==> config.mk <==
export PLATFORM = sky130hd
export DESIGN_NAME = hpe_aer_regs
export DESIGN_NICKNAME = d
export VERILOG_FILES = /design/src/hpe_pkg.sv /design/src/hpe_sticky_bit.sv /design/src/hpe_aer_regs.sv
export SDC_FILE = /design/constraint.sdc
export NUM_CORES = 1
export LEC_CHECK = 0
export ABC_AREA = 1
export BUFFER_PORTS_ARGS = -buffer_cell sky130_fd_sc_hd__buf_2
export CAP_MARGIN = 40
export CORE_MARGIN = 4
export CORE_UTILIZATION = 42
export DETAILED_ROUTE_END_ITERATION = 10
export GPL_TIMING_DRIVEN = 1
export PLACE_DENSITY_LB_ADDON = 0.08
export SETUP_SLACK_MARGIN = 0.2
export SLEW_MARGIN = 25
export SYNTH_ARGS = -nofsm -noshare
export SYNTH_HDL_FRONTEND = slang
export SYNTH_HIERARCHICAL = 1
export SYNTH_SLANG_ARGS = --single-unit
export TNS_END_PERCENT = 50
==> constraint.sdc <==
create_clock -name clock -period 2.09 [get_ports clock]
set_input_delay 0.5225 -clock clock [delete_from_list [all_inputs] [get_ports clock]]
set_output_delay 0.5225 -clock clock [all_outputs]
set_load 0.02 [all_outputs]
==> src/hpe_pkg.sv <==
// Package for the error reporting register bank: offsets, field layouts, reset values, carriers.
// Assumes a 12-bit extended configuration address and 32-bit configuration data.
package hpe_pkg;
    localparam int unsigned CFG_ADDR_W = 12;
    localparam int unsigned DATA_W = 32;
    localparam int unsigned PTR_W = 5;

    localparam logic [CFG_ADDR_W-1:0] UNCORR_SEVERITY_OFS = 12'h10C;
    localparam logic [CFG_ADDR_W-1:0] CORR_STATUS_OFS = 12'h110;
    localparam logic [CFG_ADDR_W-1:0] CORR_MASK_OFS = 12'h114;

    localparam logic [DATA_W-1:0] SEVERITY_RESET = 32'h0006_2011;
    localparam logic [DATA_W-1:0] SEVERITY_WRITABLE = 32'h001F_F010;
    localparam logic [DATA_W-1:0] SEVERITY_READS_ONE = 32'h0000_0001;
    localparam logic [DATA_W-1:0] CORR_RESET = 32'h0000_0000;
    localparam logic [DATA_W-1:0] ZERO_WORD = 32'h0000_0000;

    // Correctable field positions, shared by status and mask
    localparam int unsigned REPLAY_TIMER_EXPIRED_BIT = 12;
    localparam int unsigned REPLAY_ROLLOVER_BIT = 8;
    localparam int unsigned BAD_LINK_PACKET_BIT = 7;
    localparam int unsigned BAD_TRANSACTION_PACKET_BIT = 6;
    localparam int unsigned RECEIVER_ERROR_BIT = 0;
    localparam int unsigned NUM_CORR = 5;

    // Correctable events, one field per status bit
    typedef struct packed {
        logic replayTimerExpired;
        logic replayRollover;
        logic badLinkPacket;
        logic badTransactionPacket;
        logic receiverError;
    } hpe_cor_evt_t;

    // Messages sent upstream, one-cycle pulses
    typedef struct packed {
        logic fatal;
        logic nonfatal;
        logic correctable;
    } hpe_msg_t;

    // Configuration request and answer
    typedef struct packed {
        logic valid;
        logic write;
        logic [CFG_ADDR_W-1:0] addr;
        logic [3:0] byteEn;
        logic [DATA_W-1:0] wdata;
    } hpe_cfg_req_t;

    typedef struct packed {
        logic ack;
        logic [DATA_W-1:0] rdata;
    } hpe_cfg_rsp_t;
endpackage : hpe_pkg

==> src/hpe_sticky_bit.sv <==
// One correctable status bit with its mask: hardware sets, software writes one to clear.
// Assumes event, clear and write strobes come from logic on the same clock.
`timescale 1ns/1ps
module hpe_sticky_bit
    import hpe_pkg::*;
(
    input wire logic clock,
    input wire logic rst_b,
    input wire logic syncReset,
    input wire logic errorEvent,
    input wire logic maskBit,
    input wire logic writeOneClear,
    output logic status,
    output logic report
);
    typedef struct packed {
        logic status;
    } hpe_bit_state_t;

    hpe_bit_state_t state;
    hpe_bit_state_t next_state;

    assign report = errorEvent && !maskBit;
    assign status = state.status;

    always_comb begin
        next_state = state;
        if (syncReset) begin
            next_state.status = 1'b0;
        end else if (report) begin
            next_state.status = 1'b1;
        end else if (writeOneClear) begin
            next_state.status = 1'b0;
        end
    end

    always_ff @(posedge clock or negedge rst_b) begin
        if (!rst_b) begin
            state <= '0;
        end else begin
            state <= next_state;
        end
    end
endmodule : hpe_sticky_bit

==> src/hpe_aer_regs.sv <==
// Error severity, correctable status and correctable mask registers with message generation.
// Assumes config requests and error events are synchronous to clock; reset pins are not.
//
// What this block does
// Uncorrectable error sends fatal message if severity bit set, else nonfatal.
// Severity register at 10Ch resets to 0006 2011h.
// Severity bits at 20..12 and 4 are writable per error class.
// Severity bit 0 reads one; other reserved bits read zero, ignore writes.
// Correctable status at 110h set by hardware, cleared by writing one.
// Replay timer expiry sets correctable status bit 12.
// Replay counter rollover sets correctable status bit 8.
// Decode error during link packet reception sets bit 7.
// Decode error during transaction packet reception sets bit 6.
// Any decode error sets bit 0.
// Masked error sets no status and sends no message.
// Correctable mask at 114h, same positions, resets to zero.
// Fundamental, global and power-on resets restore all fields.
// Correctable reserved bits read zero and ignore writes.
// Severity bit pairs with uncorrectable status bit at same position.
// Five-bit first error pointer records first uncorrectable class detected.
// Unmasked correctable errors in one cycle send one correctable message between them.
// Hardware set wins over a simultaneous write-one clear.
`timescale 1ns/1ps
module hpe_aer_regs
    import hpe_pkg::*;
(
    input wire logic clock,
    input wire logic rst_b,
    input wire logic fundamentalReset_b,
    input wire logic global_reset_input_b,
    input wire hpe_cfg_req_t cfgReq,
    output hpe_cfg_rsp_t cfgRsp,
    input wire logic replayTimerExpire,
    input wire logic replayRollover,
    input wire logic decodeError,
    input wire logic rxLinkPacket,
    input wire logic rxTransactionPacket,
    input wire logic [DATA_W-1:0] uncorrEvent,
    input wire logic [DATA_W-1:0] uncorrMask,
    output hpe_msg_t errMsg,
    output logic [PTR_W-1:0] firstErrorPointer,
    output logic firstErrorValid,
    output logic [DATA_W-1:0] severityOut
);
    typedef struct packed {
        logic [1:0] fundSync;
        logic [1:0] globSync;
        logic [DATA_W-1:0] severity;
        logic [DATA_W-1:0] corMask;
        hpe_cfg_rsp_t rsp;
        hpe_msg_t msg;
        logic [PTR_W-1:0] firstPtr;
        logic firstValid;
    } hpe_state_t;

    localparam hpe_state_t STATE_RESET = '{
        fundSync: 2'h0,
        globSync: 2'h0,
        severity: SEVERITY_RESET,
        corMask: CORR_RESET,
        rsp: '0,
        msg: '0,
        firstPtr: 5'h00,
        firstValid: 1'b0
    };

    localparam int unsigned COR_POS [NUM_CORR] = '{
        REPLAY_TIMER_EXPIRED_BIT, REPLAY_ROLLOVER_BIT, BAD_LINK_PACKET_BIT,
        BAD_TRANSACTION_PACKET_BIT, RECEIVER_ERROR_BIT
    };

    hpe_state_t state;
    hpe_state_t next_state;
    hpe_cor_evt_t corEvt;
    logic [NUM_CORR-1:0] corStatus;
    logic [NUM_CORR-1:0] corReport;
    logic [DATA_W-1:0] corStatusWord;
    logic [DATA_W-1:0] corMaskWord;
    logic [DATA_W-1:0] byteMask;
    logic [DATA_W-1:0] w1c;
    logic syncReset;
    logic wrStatus;

    // Reset pins are asynchronous to clock; both levels pass two flops first
    assign syncReset = !state.fundSync[1] || !state.globSync[1];

    assign corEvt.replayTimerExpired = replayTimerExpire;
    assign corEvt.replayRollover = replayRollover;
    assign corEvt.badLinkPacket = decodeError && rxLinkPacket;
    assign corEvt.badTransactionPacket = decodeError && rxTransactionPacket;
    assign corEvt.receiverError = decodeError;

    always_comb begin
        for (int b = 0; b < 4; b++) begin
            byteMask[b*8 +: 8] = {8{cfgReq.byteEn[b]}};
        end
    end

    assign wrStatus = cfgReq.valid && cfgReq.write && !syncReset && (cfgReq.addr == CORR_STATUS_OFS);
    assign w1c = wrStatus ? (cfgReq.wdata & byteMask) : ZERO_WORD;

    genvar g;
    generate
        for (g = 0; g < NUM_CORR; g++) begin : gCor
            hpe_sticky_bit uBit (
                .clock(clock),
                .rst_b(rst_b),
                .syncReset(syncReset),
                .errorEvent(corEvt[NUM_CORR-1-g]),
                .maskBit(state.corMask[COR_POS[g]]),
                .writeOneClear(w1c[COR_POS[g]]),
                .status(corStatus[g]),
                .report(corReport[g])
            );
        end
    endgenerate

    always_comb begin
        corStatusWord = ZERO_WORD;
        corMaskWord = ZERO_WORD;
        for (int i = 0; i < NUM_CORR; i++) begin
            corStatusWord[COR_POS[i]] = corStatus[i];
            corMaskWord[COR_POS[i]] = state.corMask[COR_POS[i]];
        end
    end

    function automatic logic [PTR_W-1:0] lowestSet(input logic [DATA_W-1:0] v);
        logic [PTR_W-1:0] p;
        p = 5'h00;
        for (int i = DATA_W - 1; i >= 0; i--) begin
            if (v[i]) begin
                p = PTR_W'(i);
            end
        end
        return p;
    endfunction : lowestSet

    always_comb begin
        logic [DATA_W-1:0] uncorrLive;
        uncorrLive = uncorrEvent & ~uncorrMask & SEVERITY_WRITABLE;
        next_state = state;
        next_state.fundSync = {state.fundSync[0], fundamentalReset_b};
        next_state.globSync = {state.globSync[0], global_reset_input_b};
        next_state.rsp.ack = cfgReq.valid;
        next_state.rsp.rdata = ZERO_WORD;
        next_state.msg.fatal = |(uncorrLive & state.severity);
        next_state.msg.nonfatal = |(uncorrLive & ~state.severity);
        next_state.msg.correctable = |corReport;
        if (!state.firstValid && (uncorrLive != ZERO_WORD)) begin
            next_state.firstValid = 1'b1;
            next_state.firstPtr = lowestSet(uncorrLive);
        end
        if (cfgReq.valid && !cfgReq.write) begin
            unique case (cfgReq.addr)
                UNCORR_SEVERITY_OFS: next_state.rsp.rdata =
                    (state.severity & SEVERITY_WRITABLE) | SEVERITY_READS_ONE;
                CORR_STATUS_OFS: next_state.rsp.rdata = corStatusWord;
                CORR_MASK_OFS: next_state.rsp.rdata = corMaskWord;
                default: next_state.rsp.rdata = ZERO_WORD;
            endcase
        end
        if (cfgReq.valid && cfgReq.write) begin
            if (cfgReq.addr == UNCORR_SEVERITY_OFS) begin
                next_state.severity = (state.severity & ~(byteMask & SEVERITY_WRITABLE))
                    | (cfgReq.wdata & byteMask & SEVERITY_WRITABLE);
            end
            if (cfgReq.addr == CORR_MASK_OFS) begin
                for (int i = 0; i < NUM_CORR; i++) begin
                    if (byteMask[COR_POS[i]]) begin
                        next_state.corMask[COR_POS[i]] = cfgReq.wdata[COR_POS[i]];
                    end
                end
            end
        end
        if (syncReset) begin
            next_state.severity = SEVERITY_RESET;
            next_state.corMask = CORR_RESET;
            next_state.firstPtr = 5'h00;
            next_state.firstValid = 1'b0;
            next_state.msg = '0;
        end
    end

    always_ff @(posedge clock or negedge rst_b) begin
        if (!rst_b) begin
            state <= STATE_RESET;
        end else begin
            state <= next_state;
        end
    end

    assign cfgRsp = state.rsp;
    assign errMsg = state.msg;
    assign firstErrorPointer = state.firstPtr;
    assign firstErrorValid = state.firstValid;
    assign severityOut = (state.severity & SEVERITY_WRITABLE) | SEVERITY_READS_ONE;
endmodule : hpe_aer_regs

# Yosys cells after proc, flatten, opt, wreduce, memory -nomap -nowiden
# Cells that the tools add are included.
totals:
  reg_bits: 88
  elab_cells: 114
classes:
  n_reduce_logical: 41
  n_bitwise: 9
  eq_ne: 3
  muxes: 44
op_table:
  columns: ["cell", "n"]
  rows:
  - ["$and 21x32->32", 2]
  - ["$mux 32", 2]
  - ["$mux 64", 1]
  - ["$reduce_or 32->1", 2]
  - ["$pmux 21 s3", 1]
  - ["$mux 5", 10]
  - ["$and 21x21->21", 2]
  - ["$eq 12x9->1 const B", 3]
  - ["$and 32x32->32", 1]
  - ["$not 21->32", 1]
  - ["$not 32->32", 1]
  - ["$or 32x21->32", 1]
  - ["$reduce_bool 32->1", 1]
  - ["$mux 1", 24]
  - ["$mux 21", 1]
  - ["$not 21->21", 1]
  - ["$reduce_bool 3->1", 5]
  - ["$mux 13", 1]
  - ["$logic_and 1x1->1", 12]
  - ["$reduce_bool 2->1", 6]
  - ["$logic_not 1->1", 10]
  - ["$mux 9", 1]
  - ["$mux 3", 2]
  - ["$mux 6", 1]
  - ["4 further kinds", 5]

# Logic depth before layout (Yosys ltp)
# Gate-level depths: netlist (run 1).
logic_depth:
  depth_word: 14
  mapped_depth: 11

# Hierarchy
# The synthesis (run 1) kept the hierarchy.
modules_own_cells:
  columns: ["mod", "cells_each", "area_per_inst_um2", "n_inst"]
  rows:
  - ["hpe_aer_regs", 378, 2987.9, 1]
  - ["hpe_sticky_bit", 7, 55.1, 5]

# Worst setup path before layout (run 1)
# No wires, ideal clock.
synth_path:
  kind: "input port to flip-flop"
  start: "in cfgReq[47] in the netlist's numbering"
  end: "reg gCor[2].uBit.state"
  arrival_ns: 1.426
  cell_stages: 11
  required_ns: 1.958
  setup_slack_ns: 0.532
  path_cell_list: "nor2_1 -> nand3_2 -> inv_2 -> buf_6 -> nand2_2 -> nor2_4 -> nand2_2 -> nor3_2 -> inv_1 -> nand2_1 -> a21oi_2"
synth_via:
  elab_chain_len: 4
synth_lines:
  columns: ["element", "line", "rtl"]
  rows:
  - ["from (decl)", "hpe_aer_regs.sv:31", "input wire hpe_cfg_req_t cfgReq,"]
  - ["$eq 12x9->1", "hpe_aer_regs.sv:99", "assign wrStatus = cfgReq.valid && cfgReq.write && !syncReset && (cfgReq.addr == CORR_STATUS_OFS);"]
  - ["$logic_and 1x1->1", "hpe_aer_regs.sv:99", null]
  - ["$mux 13", "hpe_aer_regs.sv:100", "assign w1c = wrStatus ? (cfgReq.wdata & byteMask) : ZERO_WORD;"]
  - ["net w1c[7]", "hpe_aer_regs.sv:80", "logic [DATA_W-1:0] w1c;"]
  - ["$reduce_bool 3->1 (no source line)", null, null]
  - ["to (signal assigned)", "hpe_sticky_bit.sv:41", "state <= next_state;"]
  - ["to (decl)", "hpe_sticky_bit.sv:20", "hpe_bit_state_t state;"]
# The timed path passes the listed nets, and every way through them passes these cells.
# A chain may end at the register's enable or synchronous reset.

# Worst setup path in the final report (run 1)
layout_path:
  start: "reg state, in the netlist severityOut[17]"
  end: "out severityOut[17]"
layout_lines:
  columns: ["element", "line", "rtl"]
  rows:
  - ["from (decl)", "hpe_aer_regs.sv:72", "hpe_state_t state;"]
  - ["from (signal assigned)", "hpe_aer_regs.sv:188", "state <= next_state;"]
  - ["to (decl)", "hpe_aer_regs.sv:43", "output logic [DATA_W-1:0] severityOut"]
# No word-level cell between the ends.

==> results of run 1 <==
==> logic make-up after synthesis <==
| group | Yosys count | synth area share (%) |
|---|---|---|
| other cells | 2 | 0.2301 |
| simple gates | 183 | 29.22 |
| compound gates | 38 | 7.860 |
| buf+inv | 141 | 25.38 |
| mux | 1 | 0.3451 |
| flops | 48 | 36.96 |
==> cell type report <==
type                    instances  area, µm²
inverters                      60      225.2
well taps                      99      123.9
flip-flops and latches         48       1206
repair buffers                 97      508.0
clock buffers                   5      68.82
fillers                       774       3862
multi-input cells             262       1371
clock inverters                 3      42.54
==> metal layers <==
metal / track usage [%] / wire length (µm) / share of wire [%] / up-vias
li1: - / - / - / 1313
met1: 21.15 / 3314 / 46 / 1172
met2: 25.24 / 3194 / 44 / 104
met3: 3.206 / 634 / 8.8 / 6
met4: 4.739 / 89 / 1.2 / 0
met5: 0 / 0 / 0 / -
==> power groups by stage <==
stage                     Combinational, mW  Clock (mW)  Sequential [mW]
after detailed placement              0.392           0             1.00
after global placement                0.389           0             1.00
after floorplan                       0.330           0            0.996
final                                 0.392       0.682            0.983
after global routing                  0.439       0.730            0.987
after CTS                             0.394       0.695            0.983
==> layout by cell type (no fill, tap or decap), types with 5 or more instances in the layout <==
master,Yosys,layout
a21oi_1,9,9
a21oi_2,5,5
buf_2,2,93
clkbuf_8,0,5
conb_1,2,40
dfrtp_1,44,44
inv_1,58,58
nand2_1,76,76
nand2_2,11,11
nand3_1,24,24
nand3_2,5,5
nand4_1,12,12
nor2_1,26,26
nor3_1,10,10
nor3_2,6,6
o21ai_0,9,9
o22ai_1,9,9
==> state kept, by name, indices dropped and copies added, names as in the netlist <==
register           flops
cfgRsp                15
severityOut           10
corMaskWord            5
firstErrorPointer      5
gCor.uBit/status       5
errMsg                 3
next_state             2
state                  2
firstErrorValid        1
==> per-stage QoR <==
| stage | power (mW) | util [%] | std cells | setup slack (ns) |
|---|---|---|---|---|
| after global routing | 2.156 | 47.86 | 574 | 0.4516 |
| after detailed placement | 1.394 | 46.36 | 566 | 0.3076 |
| after global placement | 1.389 | 46.36 | 566 | 0.3260 |
| after CTS | 2.072 | 47.86 | 574 | 0.5118 |
| final | 2.058 | 47.86 | 574 | 0.5228 |
| after floorplan | 1.326 | - | 451 | 0.5324 |
==> path summary, 6_finish.rpt <==
path	startpoint	to	depth (start not counted)
min in group clock	global_reset_input_b	next_state[107]	1
max reg2reg	state[109]	corMaskWord[8]	5
max	severityOut[17]	severityOut[17]	1
max in group asynchronous	rst_b	severityOut[4]	2
min reg2reg	next_state[107]	state[107]	0
min	rst_b	gCor[2].uBit/status	2
==> summary.txt, run 1 <==
Timing
  • Max-slew violations: 0
  • Setup TNS Final: 0 ns
  • Final worst path period share: 74.99%
  • Least-Margin Pin Slew: between 0.5 and 0.6 ns
  • Final hold slack: approximately 0.2 ns
  • Achievable clock frequency: around 0.64 GHz
  • RSZ-0062 raised after global routing: no
  • Final setup fails: 0
  • Clock Skew: slightly below 0.01 ns
  • Endpoints failing hold: 0
  • Post-layout min period: around 1.6 ns
  • Slew margin rel.: 60.45%

Global routing
  • Antenna violations before repair: 0
  • Global router's overall resource usage: between 10% and 20%
  • Vias in the first global route: 2447
  • Pin count of the biggest net entering global routing: 49
  • Overflow after GRT: 0
  • First-pass GRT wire length: around 11 mm

Power and ir drop
  • Internal cell power: 1.437 mW
  • NetSw: around 0.62 mW
  • Switching Fraction: just over 30%
  • Combinational power share: roughly a fifth
  • Worst IR Drop VDD: 0.0002787 V
  • Pwr/cell area: around 580 mW/mm²
  • Clock power frac: ~33%
  • P_leak: slightly above 2 nW
  • Reg power frac: approximately 48%

Worst setup path
  • Crit-path leading delay family: flip-flops
  • Critical Path End Type: output port
  • FF-to-FF setup slack: between 0.5 and 0.6 ns
  • Arr. time, crit path: around 1.0 ns
  • Crit-path slowest cell: dfstp_2
  • Worst path max stage delay: approximately 0.57 ns
  • Worst Path Buf+Inv: 1
  • Crit Path Max Fanout: 4
  • CP cell instances: buf_2
  • Worst Path Required: approximately 1.6 ns
  • Worst setup SP type: flop
  • WS Path Type: reg -> out

Clocking
  • Hold Buf Count CTS: 0
  • Reg clk slew, reported paths: around 0.09 ns
  • Max H-tree Level: 2
  • TritonCTS Buffers: 5
  • Post-CTS Setup Inserts: 0
  • Clk_lat worst skew: approximately 0.30 ns
  • Clock buffer depth: 2
  • Post-cts gate resize count: 0
  • TritonCTS clock tree: yes
  • Clk sinks: 48
  • Clock Tree Root: clkbuf_8

Route
  • Total number of vias: 2595
  • DR DRC count: 0
  • Final WL: between 7 and 8 mm
  • Total iterations of the first detailed-routing run: 4
  • Via/cell ratio: around 4.5
  • Routed Antenna Nets: 0
  • WL per Instance: about 13 µm
  • DRT iter0 DRCs: between 90 and 100

Die
  • Die height: slightly below 100 µm
  • Site row count: 31
  • Die area: about 0.0092 mm²
  • Starting Density: between 40% and 50%
  • Die W: roughly 96 µm
  • Floorplan core area: about 0.0074 mm²
  • I/O Pins: slightly below 200

Synthesis
  • Post-Syn Area: about 0.0033 mm²
  • Cell taking the most area after synthesis: dfrtp_1
  • Synth top area share: 33.74%
  • Commonest cells in the netlist: nand2_1 (76), buf_4 (75), inv_1 (58)
  • Synth Flop Type: dfrtp_1
  • Post-synth ARST share: 100.0%
  • Synth cell types: 34
  • Top-count cell post-synth: nand2_1
  • Top cells by area, synth: dfrtp_1 (34%), buf_4 (17%), nand2_1 (8.7%)
  • Sequential share of the synthesized area: a little under two fifths
  • Synth Instances: ~410
  • Post-synth EDFFs: 0
  • Total number of yosys warnings: 6
  • Synth Register Bits: 48
  • Synth Area per Inst: between 7 and 8 µm²

Finish
  • Layout cell share with drive strength beyond 1: between 30% and 40%
  • Final Cell Area: ~0.0035 mm²
  • Antenna cells: 0
  • Area Overhead vs Synth: 8.666%
  • Final #Nets: roughly 600

Worst hold path
  • Hold WC Path Type: in -> async

Place
  • Placed Area: around 0.0034 mm²
  • DP Wirelength: between 5 and 6 mm
  • Gpl congestion: 0.8014
  • IO buf count: 93

Flow run
  • Max-Cap Viols: 0

Status
  • Status: complete, no violations
Note: power is estimated with default switching activity, not from simulation.
==> inputs of run 2 (changes only) <==
clock period = 1.6 ns   (was 2.09 ns; I/O delays follow)
==> summary.txt, run 2 (same netlist as run 1, synthesis figures left out) <==
Worst hold path
  • Hold WC Path Type: in -> async

Place
  • Gpl congestion: a little over 0.8
  • DP Wirelength: between 5 and 6 mm
  • Dpl cells: ~580
  • IO buf count: 93
  • Placed Area: around 0.0035 mm²

Route
  • WL per Instance: roughly 12 µm
  • Total number of vias: between 2000 and 3000
  • Via/cell ratio: 4.470
  • Routed Antenna Nets: 0
  • Total iterations of the first detailed-routing run: 4
  • DR DRC count: 0
  • DRT iter0 DRCs: 133
  • Final WL: 7.148 mm

Flow run
  • Max-Cap Viols: 0

Die
  • Site row count: 31
  • Die area: 0.009244 mm²
  • Starting Density: 44.05%
  • I/O Pins: around 200
  • Floorplan core area: around 0.0074 mm²
  • Die W: about 96 µm
  • Die height: 96.15 µm

Timing
  • Max-slew violations: 0
  • Clock Skew: 0.01317 ns
  • Achievable clock frequency: around 0.7 GHz
  • Setup TNS Final: 0 ns
  • Endpoints failing hold: 0
  • Final setup fails: 0
  • RSZ-0062 raised after global routing: yes
  • Final worst path period share: between 80% and 90%
  • Post-layout min period: about 1.4 ns

Worst setup path
  • Critical Path End Type: output port
  • CP cell instances: buf_6
  • Worst path max stage delay: 0.57 ns
  • Cells on worst reg2reg path: 6
  • Arr. time, crit path: 1.00 ns
  • Worst R2R End: errMsg[1]
  • Worst Path Buf+Inv: 1
  • FF-to-FF setup slack: roughly 0.29 ns
  • Worst Path Required: between 1 and 1.5 ns
  • Crit-path slowest cell: dfstp_2
  • Worst r2r src: severityOut[4]
  • Worst setup SP type: flop
  • Crit-path leading delay family: flip-flops
  • WS Path Type: reg -> out
  • Crit Path Max Fanout: 4

Power and ir drop
  • Pwr/cell area: 695.4 mW/mm²
  • Internal cell power: between 1.5 and 2 mW
  • Switching Fraction: a little under a third
  • Worst IR Drop VDD: between 0.0003 and 0.0004 V
  • P_leak: about 2.1 nW
  • Reg power frac: between 50% and 60%
  • Clock power frac: about 28%
  • Combinational power share: between 20% and 30%
  • NetSw: ~0.8 mW

Finish
  • Max FFs per register: 15
  • Final #Nets: 610
  • Layout cell share with drive strength beyond 1: roughly a third
  • Commonest non-fill, non-tap cell in the layout: buf_2
  • Antenna cells: 0
  • Final Cell Area: around 0.0037 mm²
  • Commonest non-fill, non-tap cells in the layout: buf_2 (89), nand2_1 (76), inv_1 (58)
  • Final cell count without fillers: between 500 and 600
  • Area Overhead vs Synth: 12.19%

Clocking
  • Clock buffer depth: 2
  • Clk_lat worst skew: about 0.30 ns
  • Reg clk slew, reported paths: 0.10 ns
  • TritonCTS clock tree: yes
  • TritonCTS Buffers: 5
  • Clock Tree Root: clkbuf_8
  • Clk sinks: 48
  • Max H-tree Level: 2

Global routing
  • Vias in the first global route: 2306
  • Pin count of the biggest net entering global routing: around 50
  • Global router's overall resource usage: between 15 and 20%
  • First-pass GRT wire length: approximately 11 mm
  • Overflow after GRT: 0
  • Antenna violations before repair: 0

Status
  • Status: complete, no violations
## run 2: cell types whose count changed in the layout (fill, tap and decap cells not counted)
cell	previous run	this run
nand2_2	11	10
clkinv_2	1	2
nand2_4	1	2
clkinv_4	0	1
buf_2	93	89
clkinvlp_4	1	0
nor2_2	2	3
buf_12	1	2
nor2_1	26	25
buf_6	0	3
buf_4	3	16
bufinv_16	1	0
## run 2: final cells by class
class / instances / area, µm²
Clock buffer: 5 / 68.82
Clock inverter: 3 / 18.77
Fill cell: 764 / 3747
Inverter: 60 / 225.2
Multi-Input combinational cell: 262 / 1379
Sequential cell: 48 / 1206
Tap cell: 99 / 123.9
Timing Repair Buffer: 110 / 639.4
## run 2: worst max-delay path by stage
stage	start	to	slack, ns	depth (start not counted)
2_1_floorplan	cfgReq[47]	gCor[2].uBit/status	0.18	11
3_3_place_gp	cfgReq[37]	gCor[3].uBit/status	0.03	11
3_5_place_dp	cfgReq[47]	corMaskWord[0]	0.02	10
4_1_cts	severityOut[17]	severityOut[17]	0.17	1
5_1_grt	severityOut[13]	severityOut[13]	0.16	1
6_report	severityOut[13]	severityOut[13]	0.20	1
## run 2: through the flow
| stage | hold slack (ns) | util [%] | worst slack (ns) | power [mW] |
|---|---|---|---|---|
| after floorplan | 0.1044 | - | 0.1768 | 1.733 |
| after global placement | 0.3338 | 47.64 | 0.03372 | 1.836 |
| after detailed placement | 0.3347 | 47.64 | 0.01505 | 1.840 |
| after CTS | 0.08412 | 49.21 | 0.1725 | 2.575 |
| after global routing | 0.09558 | 49.42 | 0.1639 | 2.690 |
| final | 0.08253 | 49.42 | 0.2016 | 2.546 |
## run 2: power by group through the flow
stage / logic, mW / registers, mW / clock network (mW)
6_report: 0.546 / 1.28 / 0.717
4_1_cts: 0.543 / 1.28 / 0.748
3_5_place_dp: 0.532 / 1.31 / 0
5_1_grt: 0.606 / 1.29 / 0.795
3_3_place_gp: 0.529 / 1.31 / 0
2_1_floorplan: 0.432 / 1.30 / 0
## run 2: timing repair
| item | CTS | global route |
|---|---|---|
| pin swaps | 0 | 0 |
| hold endpoints to repair | 0 | 0 |
| resized for setup | 5 | 2 |
| setup buffers | 2 | 1 |
| endpoints found under the setup margin | 4 | 7 |
| hold buffers | 0 | 0 |
## run 2: per-layer routing
| metal | global-route usage [%] | vias up | routed length [µm] |
|---|---|---|---|
| met2 | 23.98 | 103 | 3188 |
| met1 | 20.96 | 1169 | 3326 |
| met5 | 0 | - | 0 |
| li1 | - | 1350 | - |
| met3 | 3.049 | 2 | 593 |
| met4 | 3.910 | 0 | 39 |
